## src/reset_guard_params.svh

```systemverilog
`ifndef RESET_GUARD_PARAMS_SVH
`define RESET_GUARD_PARAMS_SVH

// Register byte offsets on the AXI4-Lite bus.
`define ADDR_GUARD      32'h0000_0000
`define ADDR_CAUSE      32'h0000_0004
`define ADDR_THRESH     32'h0000_0008
`define ADDR_FILTER     32'h0000_000C

// Pin-function guard codes and power-on value.
`define GUARD_POR       8'h55
`define GUARD_IO        8'h55
`define GUARD_RST       8'hAA

// Brownout threshold codes and power-on value.
`define THR_POR         8'h66
`define THR_1V7         8'h66
`define THR_1V9         8'h55
`define THR_2V55        8'h33
`define THR_3V15        8'h99
`define THR_3V8         8'hAA
`define THR_OFF         8'hF0

// Filter width field power-on value and lengths in slow oscillator ticks.
`define FILT_POR        2'h1
`define FILT_LEN_0      8'h08
`define FILT_LEN_1      8'h20
`define FILT_LEN_2      8'h40
`define FILT_LEN_3      8'h80

// Watchdog enable field codes.
`define WDT_DIS         5'h15
`define WDT_EN          5'h0A

// Bit positions in the reset-cause register.
`define CAUSE_GUARD     3
`define CAUSE_BO        2
`define CAUSE_THR       1
`define CAUSE_WDT       0

// Soft-fault delay in slow oscillator ticks.
`define SOFT_CNT_W      16
`define SOFT_FAULT_TICKS 16'h0010

// AXI responses.
`define RESP_OKAY       2'h0
`define RESP_SLVERR     2'h2

`endif

```

## src/reset_guard_pkg.sv

```systemverilog
package reset_guard_pkg;
`include "reset_guard_params.svh"

    typedef enum logic [1:0] {
        F_IDLE  = 2'h0,
        F_COUNT = 2'h1,
        F_FIRE  = 2'h3
    } fault_st_t;

    typedef enum logic [1:0] {
        PIN_ALWAYS_IO  = 2'h0,
        PIN_ALWAYS_RST = 2'h1,
        PIN_BY_REG     = 2'h2
    } pin_opt_t;

    typedef enum logic [2:0] {
        BO_NONE = 3'h0,
        BO_1V7  = 3'h1,
        BO_1V9  = 3'h2,
        BO_2V55 = 3'h3,
        BO_3V15 = 3'h4,
        BO_3V8  = 3'h5
    } bo_level_t;

    typedef struct packed {
        logic        awvalid;
        logic [31:0] awaddr;
        logic        wvalid;
        logic [31:0] wdata;
        logic [3:0]  wstrb;
        logic        bready;
        logic        arvalid;
        logic [31:0] araddr;
        logic        rready;
    } axil_req_t;

    typedef struct packed {
        logic        awready;
        logic        wready;
        logic        bvalid;
        logic [1:0]  bresp;
        logic        arready;
        logic        rvalid;
        logic [31:0] rdata;
        logic [1:0]  rresp;
    } axil_rsp_t;

    typedef struct packed {
        logic [7:0]             guard;
        logic [7:0]             thr;
        logic [1:0]             filt;
        logic [3:0]             cause;
        fault_st_t              fst;
        logic [3:0]             fsrc;
        logic [`SOFT_CNT_W-1:0] fcnt;
        logic [7:0]             bcnt;
        logic                   rst_out;
        logic                   aw_have;
        logic [31:0]            aw_addr;
        logic                   w_have;
        logic [7:0]             w_data;
        logic                   w_en;
        logic                   bvalid;
        logic [1:0]             bresp;
        logic                   rvalid;
        logic [7:0]             rdata;
        logic [1:0]             rresp;
        logic                   rd_cause;
    } state_t;
endpackage

```

## src/reset_guard_brownout_ctrl.sv

```systemverilog
// Notes on behaviour
// - Always-reset option: valid codes keep reset pin.
// - Always-I/O option: valid codes keep general I/O.
// - Register option: 55h I/O, AAh reset, else reset; the code gives I/O for other codes.
// - Bad guard code: delayed reset, set guard flag.
// - Every reset reloads guard to 55h, brownout too.
// - Reset pin selection overrides other pin sharing.
// - Guard flag bit 3, software clears by zero.
// - Cause register upper four bits read zero.
// - Enabled monitor runs in run modes, resets.
// - Undervolt shorter than filter width is ignored.
// - Filter code picks 8/32/64/128 slow ticks.
// - Threshold code decodes five levels or off.
// - Bad threshold code: delayed reset, flag, reload.
// - Brownout reset keeps threshold register contents.
// - Sleep or idle disables the brownout monitor.
// - Brownout flag bit 2, software clears by zero.
// - Threshold fault flag bit 1, software clears.
// - Watchdog fault flag bit 0, software clears.
// - Filter register bits 7..2 zero, powers up 01.
// - Watchdog code 15h off, 0Ah on, else reset.
`timescale 1ns/1ps
`include "reset_guard_params.svh"
module reset_guard_brownout_ctrl
    import reset_guard_pkg::*;
#(
    parameter logic [`SOFT_CNT_W-1:0] SOFT_FAULT_TICKS = `SOFT_FAULT_TICKS
) (
    // Clock and reset.
    input  wire logic      clk,
    input  wire logic      sys_rst,
    // Register bus.
    input  wire axil_req_t axi_req,
    output axil_rsp_t      axi_rsp,
    // Straps and mode inputs.
    input  wire pin_opt_t  pin_option,
    input  wire logic      run_mode,
    input  wire logic      low_power,
    input  wire logic [4:0] watchdog_enable_code,
    input  wire logic      other_reset,
    // Slow oscillator tick and analog monitor.
    input  wire logic      slow_osc_tick,
    input  wire logic      undervolt,
    // Shared pin.
    input  wire logic      external_clear_pin_n,
    output logic           pin_reset_sel,
    output logic           pin_io_sel,
    // Reset and monitor control outputs.
    output logic           chip_reset,
    output logic           bo_enable,
    output bo_level_t      bo_level
);

    state_t st_ff;
    state_t nxt_st;

    function automatic bo_level_t thr_decode(input logic [7:0] code);
        unique case (code)
            `THR_1V7:  thr_decode = BO_1V7;
            `THR_1V9:  thr_decode = BO_1V9;
            `THR_2V55: thr_decode = BO_2V55;
            `THR_3V15: thr_decode = BO_3V15;
            `THR_3V8:  thr_decode = BO_3V8;
            default:   thr_decode = BO_NONE;
        endcase
    endfunction

    function automatic logic thr_valid(input logic [7:0] code);
        thr_valid = (thr_decode(code) != BO_NONE) || (code == `THR_OFF);
    endfunction

    function automatic logic [7:0] filt_last(input logic [1:0] code);
        unique case (code)
            2'h0:    filt_last = `FILT_LEN_0 - 8'h01;
            2'h1:    filt_last = `FILT_LEN_1 - 8'h01;
            2'h2:    filt_last = `FILT_LEN_2 - 8'h01;
            default: filt_last = `FILT_LEN_3 - 8'h01;
        endcase
    endfunction

    logic       guard_ok;
    logic [3:0] fault_now;
    logic       bo_fire;
    logic       ext_fire;
    logic       fault_fire;

    assign guard_ok = (st_ff.guard == `GUARD_IO) || (st_ff.guard == `GUARD_RST);

    // The strap value 3 is not a legal option; it behaves as register control.
    always_comb begin
        unique case (pin_option)
            PIN_ALWAYS_IO:  pin_reset_sel = 1'b0;
            PIN_ALWAYS_RST: pin_reset_sel = 1'b1;
            default:        pin_reset_sel = (st_ff.guard == `GUARD_RST);
        endcase
    end
    // Reset selection masks every other sharing control of the pin.
    assign pin_io_sel = !pin_reset_sel;

    always_comb begin
        fault_now = 4'h0;
        fault_now[`CAUSE_GUARD] = !guard_ok;
        fault_now[`CAUSE_THR]   = !thr_valid(st_ff.thr);
        fault_now[`CAUSE_WDT]   = (watchdog_enable_code != `WDT_DIS) &&
                                  (watchdog_enable_code != `WDT_EN);
    end

    assign bo_level  = thr_decode(st_ff.thr);
    assign bo_enable = run_mode && !low_power && (bo_level != BO_NONE);
    // Ticks are counted only while the low supply persists, so a short dip restarts the filter.
    assign bo_fire   = bo_enable && undervolt && slow_osc_tick &&
                       (st_ff.bcnt == filt_last(st_ff.filt));
    assign ext_fire   = pin_reset_sel && !external_clear_pin_n;
    assign fault_fire = (st_ff.fst == F_FIRE);

    always_comb begin
        logic [3:0] set_flags;
        set_flags = 4'h0;
        nxt_st = st_ff;
        nxt_st.rst_out = 1'b0;

        // Write channel: address and data are taken independently.
        if (axi_req.awvalid && axi_rsp.awready) begin
            nxt_st.aw_have = 1'b1;
            nxt_st.aw_addr = axi_req.awaddr;
        end
        if (axi_req.wvalid && axi_rsp.wready) begin
            nxt_st.w_have = 1'b1;
            nxt_st.w_data = axi_req.wdata[7:0];
            nxt_st.w_en   = axi_req.wstrb[0];
        end
        if (st_ff.bvalid && axi_req.bready) begin
            nxt_st.bvalid = 1'b0;
        end
        if (st_ff.aw_have && st_ff.w_have) begin
            nxt_st.aw_have = 1'b0;
            nxt_st.w_have  = 1'b0;
            nxt_st.bvalid  = 1'b1;
            nxt_st.bresp   = `RESP_OKAY;
            if (st_ff.aw_addr == `ADDR_GUARD) begin
                if (st_ff.w_en) begin
                    nxt_st.guard = st_ff.w_data;
                end
            end else if (st_ff.aw_addr == `ADDR_THRESH) begin
                if (st_ff.w_en) begin
                    nxt_st.thr = st_ff.w_data;
                end
            end else if (st_ff.aw_addr == `ADDR_FILTER) begin
                if (st_ff.w_en) begin
                    nxt_st.filt = st_ff.w_data[1:0];
                end
            end else if (st_ff.aw_addr == `ADDR_CAUSE) begin
                if (st_ff.w_en) begin
                    nxt_st.cause = st_ff.cause & st_ff.w_data[3:0];
                end
            end else begin
                nxt_st.bresp = `RESP_SLVERR;
            end
        end

        // Read channel: data is captured on the address handshake.
        if (st_ff.rvalid && axi_req.rready) begin
            nxt_st.rvalid = 1'b0;
        end
        if (axi_req.arvalid && axi_rsp.arready) begin
            nxt_st.rvalid   = 1'b1;
            nxt_st.rresp    = `RESP_OKAY;
            nxt_st.rd_cause = 1'b0;
            if (axi_req.araddr == `ADDR_GUARD) begin
                nxt_st.rdata = st_ff.guard;
            end else if (axi_req.araddr == `ADDR_THRESH) begin
                nxt_st.rdata = st_ff.thr;
            end else if (axi_req.araddr == `ADDR_FILTER) begin
                nxt_st.rdata = {6'h00, st_ff.filt};
            end else if (axi_req.araddr == `ADDR_CAUSE) begin
                nxt_st.rdata    = {4'h0, st_ff.cause};
                nxt_st.rd_cause = 1'b1;
            end else begin
                nxt_st.rdata = 8'h00;
                nxt_st.rresp = `RESP_SLVERR;
            end
        end

        // Soft-fault delay. Once started it runs to the end even if the code is repaired,
        // because a corrupted code may have already taken effect elsewhere.
        unique case (st_ff.fst)
            F_IDLE: begin
                if (fault_now != 4'h0) begin
                    nxt_st.fst  = F_COUNT;
                    nxt_st.fcnt = '0;
                    nxt_st.fsrc = fault_now;
                end
            end
            F_COUNT: begin
                nxt_st.fsrc = st_ff.fsrc | fault_now;
                if (slow_osc_tick) begin
                    if (st_ff.fcnt >= SOFT_FAULT_TICKS - `SOFT_CNT_W'(1)) begin
                        nxt_st.fst = F_FIRE;
                    end else begin
                        nxt_st.fcnt = st_ff.fcnt + `SOFT_CNT_W'(1);
                    end
                end
            end
            F_FIRE: begin
                nxt_st.fst = F_IDLE;
                set_flags  = set_flags | st_ff.fsrc;
            end
            default: nxt_st.fst = F_IDLE;
        endcase

        // Brownout filter counts slow ticks of a continuous undervoltage.
        if (bo_enable && undervolt) begin
            if (slow_osc_tick) begin
                nxt_st.bcnt = bo_fire ? 8'h00 : st_ff.bcnt + 8'h01;
            end
        end else begin
            nxt_st.bcnt = 8'h00;
        end
        if (bo_fire) begin
            set_flags[`CAUSE_BO] = 1'b1;
        end

        // Chip resets reload the guard code, and the threshold except on brownout; a software write in the same cycle loses.
        if (fault_fire || bo_fire || ext_fire || other_reset) begin
            nxt_st.guard = `GUARD_POR;
            if (fault_fire || ext_fire || other_reset) begin
                nxt_st.thr = `THR_POR;
            end
        end
        nxt_st.rst_out = fault_fire || bo_fire || ext_fire;

        // A flag set by hardware wins over a software clear in the same cycle.
        nxt_st.cause = nxt_st.cause | set_flags;
    end

    always_ff @(posedge clk) begin
        if (sys_rst) begin
            st_ff       <= '0;
            st_ff.guard <= `GUARD_POR;
            st_ff.thr   <= `THR_POR;
            st_ff.filt  <= `FILT_POR;
            st_ff.fst   <= F_IDLE;
        end else begin
            st_ff <= nxt_st;
        end
    end

    always_comb begin
        axi_rsp.awready = !st_ff.aw_have && !st_ff.bvalid;
        axi_rsp.wready  = !st_ff.w_have && !st_ff.bvalid;
        axi_rsp.bvalid  = st_ff.bvalid;
        axi_rsp.bresp   = st_ff.bresp;
        axi_rsp.arready = !st_ff.rvalid;
        axi_rsp.rvalid  = st_ff.rvalid;
        axi_rsp.rdata   = {24'h00_0000, st_ff.rdata};
        axi_rsp.rresp   = st_ff.rresp;
    end
    assign chip_reset = st_ff.rst_out;
endmodule

```

## config.mk

```make
export PLATFORM = sky130hd
export DESIGN_NAME = reset_guard_brownout_ctrl
export DESIGN_NICKNAME = d
export VERILOG_FILES = /design/src/reset_guard_pkg.sv /design/src/reset_guard_brownout_ctrl.sv
export VERILOG_INCLUDE_DIRS = /design/src
export SDC_FILE = /design/constraint.sdc
export NUM_CORES = 1
export LEC_CHECK = 0
export BUFFER_PORTS_ARGS = -buffer_cell sky130_fd_sc_hd__buf_4
export CORE_MARGIN = 4
export CORE_UTILIZATION = 45
export DETAILED_ROUTE_END_ITERATION = 7
export GPL_ROUTABILITY_DRIVEN = 0
export PLACE_DENSITY = 0.83
export SYNTH_ARGS = -nofsm -noshare
export SYNTH_HDL_FRONTEND = slang
export SYNTH_SLANG_ARGS = --single-unit
```

## constraint.sdc

```tcl
create_clock -name clk -period 1.8 [get_ports clk]
set_clock_uncertainty 0.1 [all_clocks]
set_input_delay 0.45 -clock clk [delete_from_list [all_inputs] [get_ports clk]]
set_output_delay 0.45 -clock clk [all_outputs]
set_load 0.01 [all_outputs]
```

# Word-level counts from Yosys, hierarchy flattened
# Index checks and enable logic that the tools add are counted.
dict set report totals {
  regBits 111
}
dict set report classes {
  addsub 2
  n_lt_le_gt_ge 1
  eq_ne 26
  mux 42
  bitwise 6
  reduce_logical 49
}
# op count
set ops {}
lappend ops {{32-bit by 4-bit equality test with 1-bit output (second input constant)} 4}
lappend ops {{32-bit by 3-bit equality test with 1-bit output (second input constant)} 2}
lappend ops {{32-bit logical NOT} 2}
lappend ops {{8-bit two-way mux} 7}
lappend ops {{20-bit one-hot mux with 2 select lines} 1}
lappend ops {{8-bit equality test (second input constant)} 4}
lappend ops {{16-bit two-way mux} 2}
lappend ops {{14-bit two-way mux} 2}
lappend ops {{8-bit by 7-bit equality test with 1-bit output (second input constant)} 3}
lappend ops {{4-bit two-way mux} 6}
lappend ops {{22-bit two-way mux} 1}
lappend ops {{7-bit one-hot mux with 3 select lines} 1}
lappend ops {{2-bit two-way mux} 9}
lappend ops {{16-bit by 1-bit adder with 16-bit output (second input constant)} 1}
lappend ops {{16-bit by 4-bit greater-or-equal comparator with 1-bit output (second input constant)} 1}
lappend ops {{1-bit logical AND} 15}
lappend ops {{3-bit one-hot mux with 5 select lines} 1}
lappend ops {{12-bit two-way mux} 1}
lappend ops {{3-bit two-way mux} 4}
lappend ops {{1-bit logical NOT} 9}
lappend ops {{8-bit by 1-bit adder with 8-bit output (second input constant)} 1}
lappend ops {{8-bit by 6-bit equality test with 1-bit output (second input constant)} 1}
lappend ops {{8-bit equality test} 1}
lappend ops {{2-bit inequality test (second input constant)} 4}
lappend ops {{other kinds (21)} 43}

# Logic depth before layout (Yosys ltp)
# Gate-level depths: netlist of run 1.
dict set report logic_depth {
  word_depth 11
  ltp_mapped 7
  mapped_depth_nobuf 6
}

# Least setup slack after synthesis of run 1
# OpenSTA, ideal clock, no wires.
dict set report synth_timing {
  path_type {input to register}
  from {input port slow_osc_tick}
  to {register st_ff[59] (netlist bit)}
  t_arrival_ps 1630
  setup_slack_ps -52
  cell_stages 7
  cell_sequence {buf_2 -> nand3_1 -> or3_1 -> a31oi_1 -> nand4bb_1 -> clkbuf_1 -> nor2_1}
}
dict set report synth_between {
  elab_chain_cells 3
}
# element line
set synth_lines {}
lappend synth_lines {{start, declared} reset_guard_brownout_ctrl.sv:42} ;# input wire logic slow_osc_tick,
lappend synth_lines {{1-bit logical AND (2 in a row)} reset_guard_brownout_ctrl.sv:111} ;# assign bo_fire = bo_enable && undervolt && slow_osc_tick &&
lappend synth_lines {{8-bit two-way mux} reset_guard_brownout_ctrl.sv:214} ;# nxt_st.bcnt = bo_fire ? 8'h00 : st_ff.bcnt + 8'h01;
lappend synth_lines {{end signal, assigned} reset_guard_brownout_ctrl.sv:244} ;# st_ff <= nxt_st;
lappend synth_lines {{end, declared} reset_guard_brownout_ctrl.sv:54} ;# state_t st_ff;
# Parallel ways exist; a longest one is shown, timed or not.
# A chain may end at the register's enable or synchronous reset.

# Worst setup path in the final report of run 1
dict set report layout_timing {
  from {register st_ff[95] (netlist bit)}
  to {output port bo_enable}
}
dict set report layout_between {
  elab_chain_cells 4
}
# element line
set layout_lines {}
lappend layout_lines {{8-bit equality test (tied with other cells)} reset_guard_brownout_ctrl.sv:58} ;# unique case (code)
lappend layout_lines {{3-bit one-hot mux with 5 select lines *} reset_guard_brownout_ctrl.sv:58}
lappend layout_lines {{3-bit nonzero test *} reset_guard_brownout_ctrl.sv:109} ;# assign bo_enable = run_mode && !low_power && (bo_level != BO_NONE);
lappend layout_lines {{1-bit logical AND *} reset_guard_brownout_ctrl.sv:109}
lappend layout_lines {{end, declared} reset_guard_brownout_ctrl.sv:50} ;# output logic bo_enable,
# Every way passes the cells marked *; elsewhere a longest branch is shown, timed or not.

==> summary.txt, run 1 <==
Synth top area share - 0.453
RSZ-0062 raised after global routing - true
Vias in the first global route - 4433
Initial DRC count - 240
Mux cell area share after synthesis - 0.0646
# clock sinks - 107
Sequential area share after synthesis - 0.453
Die X - 110 um
Final nets - 811
Row cnt - 37
Final Worst Setup Slack - -0.310 ns
Clock power frac - 0.330
Layout cells sized above 1 - 0.352
Seq cells post-synth - 107
Synth warnings - 0
Ranking of synthesized cells by area - dfxtp_1 45%, nand2_1 8.7%, a21oi_1 6.3%
Simple-gate portion of the synthesized area - 0.261
Tot GR Track Use - 0.195
Post-synthesis compound-gate area fraction - 0.117
Max clock buf depth - 2
Switching Share - 0.287
Synthesized-area fraction occupied by adder cells - 0.00530
Post-synthesis xor/xnor area fraction - 0.0148
CTS tree - done
Post-synthesis cell type count - 53
Tcrit/Tclk final - 1.17
Clock root cell - clkbuf_8
Sequential cell area - 2170 sq um
Crit path capture type - primary output
Area delta synth->final - 37.5%
Post-route DRC - 0
Largest fanout on the critical path - 5
Leak pwr - 0.00274 uW
Worst rel slew slack - 0.655
Largest net degree at the start of global routing - 64
Mapped Area - 4720 sq um
Worst Max-Slew Pin Slew - 0.514 ns
Max Cap Viol - 0
Outcome - finished with violations
DIE AREA - 12200 sq um
Top cells by count, synth - 110 x nand2_1, 107 x dfxtp_1, 59 x a21oi_1, 39 x buf_4, 31 x nor2_1
Clock buffer count from CTS - 9
Vias/cell - 5.29
Asr flop ratio synth - 0
Largest family of logic cells by synthesized area - simple AND/OR/NAND/NOR gates
DR vias - 4391
GR Overflow Total - 0
Final max-slew violation count - 0
Hold Slack - 0.144 ns
Psw - 1350 uW
Worst VDD drop - 0.000487 V
Port buffer count - 114
Clock Latency Late Sink - 0.39 ns
Antenna diodes - 0
H-Tree Depth - 3
DRT antenna net count - 0
Fillers - 839
Worst min path class - in2reg
Power Dens Cells - 721 nW/um^2
Final setup viols - 37
Io pins - 168
Initial Util - 0.460
Reg clk slew, reported paths - 0.12 ns
Fmax - 0.474 GHz
Design Power - 4690 uW
Critical Path Source Type - flip-flop
WP data required - 1.25 ns
Gate power share - 0.134
Worst path arrival time - 1.56 ns
Drt pass-1 iters - 5
DRT Wirelength - 12.7 mm
Synth Instances - 547
Sequential Power Share - 0.535
Mapped Avg Cell Area - 8.64 sq um
Die boundary height - 110 um
Core area - 10300 sq um
Drt wl/cell - 15.3 um
Fin. Hold Viols - 0
Synth area leader - dfxtp_1
Final min period - 2.11 ns
EDFF count, synth - 0
Hpwl dp - 9.15 mm
Crit path kind - reg2out
Internal power - 3340 uW
Synth Flop Type - dfxtp_1
First-pass GRT wire length - 20.1 mm
CTS hold repair buffers - 0
Count leader, synth - nand2_1
Worst reg2reg setup slack - -0.19 ns
Area occupied by multi-input gates - 2580 sq um
Failing checks - setup timing
Initial antenna violation count - 0
[state kept, by name, indices dropped and copies added (netlist names)]
| name | flops |
|---|---|
| axi_rsp | 12 |
| chip_reset | 1 |
| st_ff | 94 |
[logic make-up (layout without fill, tap and decap cells)]
group | count (synthesis) | after routing
buffers and inverters | 66 | 188
multiplexers | 28 | 28
XOR/XNOR | 8 | 8
AND/OR/NAND/NOR | 244 | 244
adder cells (fa/ha/maj) | 2 | 2
AO/OA/AOI/OAI | 91 | 91
other | 1 | 26
flip-flops | 107 | 107
[power groups by stage]
stage,combinational [uW],clock [uW],sequential (uW)
floorplan,334,0,2530
global route,688,1670,2520
CTS,600,1570,2510
finish,629,1550,2510
detailed placement,561,0,2550
global placement,539,0,2550
[routing by layer]
layer	vias up	part of all wire	global-route usage
met3	32	0.068	0.0581
met4	0	0.025	0.0698
met2	159	0.52	0.353
met1	2079	0.39	0.215
li1	2121	-	-
met5	-	0	0
[per-stage QoR]
step                setup slack [ns]  cell area, sq um  TNS [ns]  std cells   util
floorplan                    -0.0339              4820    -0.136        572      -
global placement              -0.187              5860     -4.61        807  0.570
detailed placement            -0.241              5860     -7.01        807  0.570
CTS                           -0.288              6280     -4.37        829  0.611
global route                  -0.374              6500     -7.92        830  0.632
finish                        -0.310              6500     -5.15        830  0.632
[layout by cell type, fill, tap and decap left out, types with 4 or more instances in the layout]
master	instances
nand3_1	8
conb_1	26
nor3_1	6
mux2i_1	23
nor3b_1	4
a21oi_2	5
nand2b_1	4
dfxtp_1	92
nand2_1	108
nor2_1	31
clkbuf_8	9
buf_6	7
dfxtp_4	4
nor2b_1	8
xor2_1	5
or3_1	4
nor4_2	5
dfxtp_2	11
nand4_1	7
a21oi_1	54
nor4_1	10
and2_1	17
a22oi_1	4
buf_4	158
[path summary, 6_finish.rpt]
path | startpoint | to | cells after the start
worst max register to register | st_ff[95]$_SDFF_PP0_ | st_ff[74]$_SDFFE_PP0P_ | 7
worst min register to register | axi_rsp[6]$_SDFFE_PP0P_ | axi_rsp[6]$_SDFFE_PP0P_ | 2
worst max-delay path | st_ff[95]$_SDFF_PP0_ | bo_enable | 4
worst min-delay path | axi_req[0] | axi_rsp[34]$_SDFFE_PP0P_ | 2
[critical path, stage by stage (launching register included)]
cell       delay, ns
dfxtp_2         0.38
nand4bb_1       0.21
a22o_1          0.28
a21oi_2         0.17
buf_4           0.14
[timing repair]
item,CTS,global route
gates cloned,0,0
setup buffers,7,1
resized for setup,38,40
endpoints found under the hold margin,0,0
pin swaps,10,13
endpoints found under the setup margin,49,60
[area by class of cell]
class | count | area share
clock inverter | 7 | 0.0148
clock buffer | 9 | 0.0191
timing repair buffer | 169 | 0.206
sequential | 107 | 0.334
multi-input combinational | 399 | 0.398
tap | 136 | 0.0262
inverter | 3 | 0.00173
No activity file was read; power rests on OpenSTA's default activity.
==> run 2: changes to the inputs <==
Settings changed: CORE_ASPECT_RATIO from default to 2.
==> run 2 against run 1 <==
Against the previous run:
- the flow still finishes with violations (setup timing)
- sequential power hardly changed
- cell area is 4.9% higher
- core utilization is 3.5 points higher
- sequential share of layout area is 1.5 points lower
- non-clock buffer count is 12 higher
- cell count is 1.3% higher
- critical path depth is 3 higher
- critical path type is now reg2reg
- highest routed layer unchanged
==> summary.txt, run 2 (synthesized netlist as in run 1, its figures left out) <==
GR Overflow Total - 0 (unchanged)
Die X - 80.5 um (-27%)
Hpwl dp - 9.57 mm (+4.6%)
Fin. Hold Viols - 0 (unchanged)
Port buffer count - 114 (unchanged)
Worst min path class - in2reg
Area delta synth->final - 44.3%
Final nets - 823 (+1.5%)
Placed cells - 808 (+0.12%)
Core area - 10200 sq um (-0.61%)
DR vias - 4473 (+1.9%)
Final setup viols - 43 (+16%)
DIE AREA - 12300 sq um (+0.82%)
Hold Slack - 0.177 ns (+0.0328 ns)
Min-Delay Startpoint - axi_req[0]
Tot GR Track Use - 0.208 (+0.0128)
Vias/cell - 5.32 (+0.54%)
DRT Wirelength - 13.9 mm (+10%)
Crit path capture type - flip-flop
Post-route DRC - 0 (unchanged)
Final max-slew violation count - 0 (unchanged)
Final Worst Setup Slack - -0.400 ns (-0.0893 ns)
Initial Util - 0.463 (+0.00282)
Leak pwr - 0.00290 uW (+5.8%)
Largest Register - st_ff
Initial DRC count - 253 (+5.4%)
Reg2reg start - st_ff[96]$_SDFF_PP1_
Crit path kind - reg2reg
Sequential Power Share - 0.484 (-0.051)
Vias in the first global route - 4429 (-0.090%)
Clock Latency Late Sink - 0.35 ns (-0.04 ns)
Initial antenna violation count - 0 (unchanged)
Die boundary height - 153 um (+38%)
Drt wl/cell - 16.6 um (+8.7%)
Layout Cells excl Fill - 841 (+1.3%)
Clock power frac - 0.390 (+0.060)
Final min period - 2.20 ns (+0.0893 ns)
Power Dens Cells - 761 nW/um^2 (+5.5%)
Max clock buf depth - 2 (unchanged)
CTS tree - done
First-pass GRT wire length - 20.2 mm (+0.55%)
Outcome - finished with violations
Largest net degree at the start of global routing - 50 (-22%)
Drt pass-1 iters - 5 (unchanged)
Io pins - 168 (unchanged)
Row cnt - 52 (+41%)
Layout cells sized above 1 - 0.381 (+0.0294)
Tcrit/Tclk final - 1.22 (+0.0496)
Switching Share - 0.252 (-0.0351)
Failing checks - setup timing
Setup crit start - st_ff[96]$_SDFF_PP1_
Psw - 1310 uW (-2.9%)
WP data required - 1.99 ns (+0.74 ns)
Pre-CTS setup slack - -0.234 ns (+0.00642 ns)
Max Cap Viol - 0 (unchanged)
Worst path arrival time - 2.39 ns (+0.83 ns)
Reg clk slew, reported paths - 0.07 ns (-0.05 ns)
Max FFs per register - 94 (unchanged)
Internal power - 3880 uW (+16%)
Clock buffer count from CTS - 9 (unchanged)
Antenna diodes - 0 (unchanged)
Fmax - 0.455 GHz (-4.1%)
Design Power - 5190 uW (+11%)
RSZ-0062 raised after global routing - true
Gate power share - 0.127 (-0.007)
Worst VDD drop - 0.000698 V (+43%)
Highest-count cells in the layout ignoring fill and taps - 161 x buf_4, 108 x nand2_1, 89 x dfxtp_1
DRT antenna net count - 0 (unchanged)
Commonest non-fill, non-tap cell in the layout - buf_4
Critical Path Source Type - flip-flop
Clock root cell - clkbuf_16
H-Tree Depth - 3 (unchanged)
Fillers - 765 (-8.8%)
Largest fanout on the critical path - 8 (+3)
# clock sinks - 107 (unchanged)
==> run 2: timing repair <==
item / 4_1_cts / 5_1_grt
endpoints found under the setup margin: 43 / 61
buffers inserted: 11 / 6
gates cloned: 0 / 2
hold buffers: 0 / 0
endpoints found under the hold margin: 0 / 0
pin swaps: 15 / 27
gates resized for setup: 53 / 55
==> run 2: critical path, cell delays in order, from the launching register on <==
cell,delay [ns]
dfxtp_4,0.36
nand4bb_4,0.22
a22o_1,0.28
buf_4,0.15
a221o_1,0.37
a21oi_4,0.27
clkbuf_16,0.21
a31o_1,0.17
==> run 2: power by group through the flow <==
stage	clock (uW)	combinational [uW]	sequential (uW)
3_3_place_gp	0	541	2550
6_report	2020	657	2510
3_5_place_dp	0	560	2550
4_1_cts	2040	590	2500
5_1_grt	2150	717	2520
2_1_floorplan	0	334	2530
==> run 2: worst paths after layout <==
path                              end  cells past startpoint  slack, ns
min          axi_rsp[34]$_SDFFE_PP0P_                      2       0.18
max reg2reg    st_ff[70]$_SDFFE_PP0P_                      7      -0.40
max            st_ff[70]$_SDFFE_PP0P_                      7      -0.40
min reg2reg   axi_rsp[6]$_SDFFE_PP0P_                      2       0.35
==> run 2: metal layers <==
layer	track usage	part of all wire	up-vias
met5	0	0	-
met4	0.125	0.037	0
met3	0.0453	0.055	41
met2	0.385	0.57	162
met1	0.199	0.34	2126
li1	-	-	2144
==> run 2: cell type report <==
type                    instances  area [sq um]  share of cell area
flip-flops and latches        107          2170               0.319
well taps                     135           169              0.0248
repair buffers                181          1480               0.217
inverters                       3          11.3             0.00165
clock buffers                   9           225              0.0330
clock inverters                 7          83.8              0.0123
multi-input cells             399          2670               0.392
==> run 2: stage by stage <==
step / cell area (sq um) / setup TNS, ns / utilization
finish: 6820 / -8.73 / 0.667
floorplan: 4820 / -0.136 / -
global placement: 5860 / -4.94 / 0.574
CTS: 6440 / -5.09 / 0.630
detailed placement: 5860 / -6.62 / 0.574
global route: 6820 / -12.40 / 0.667
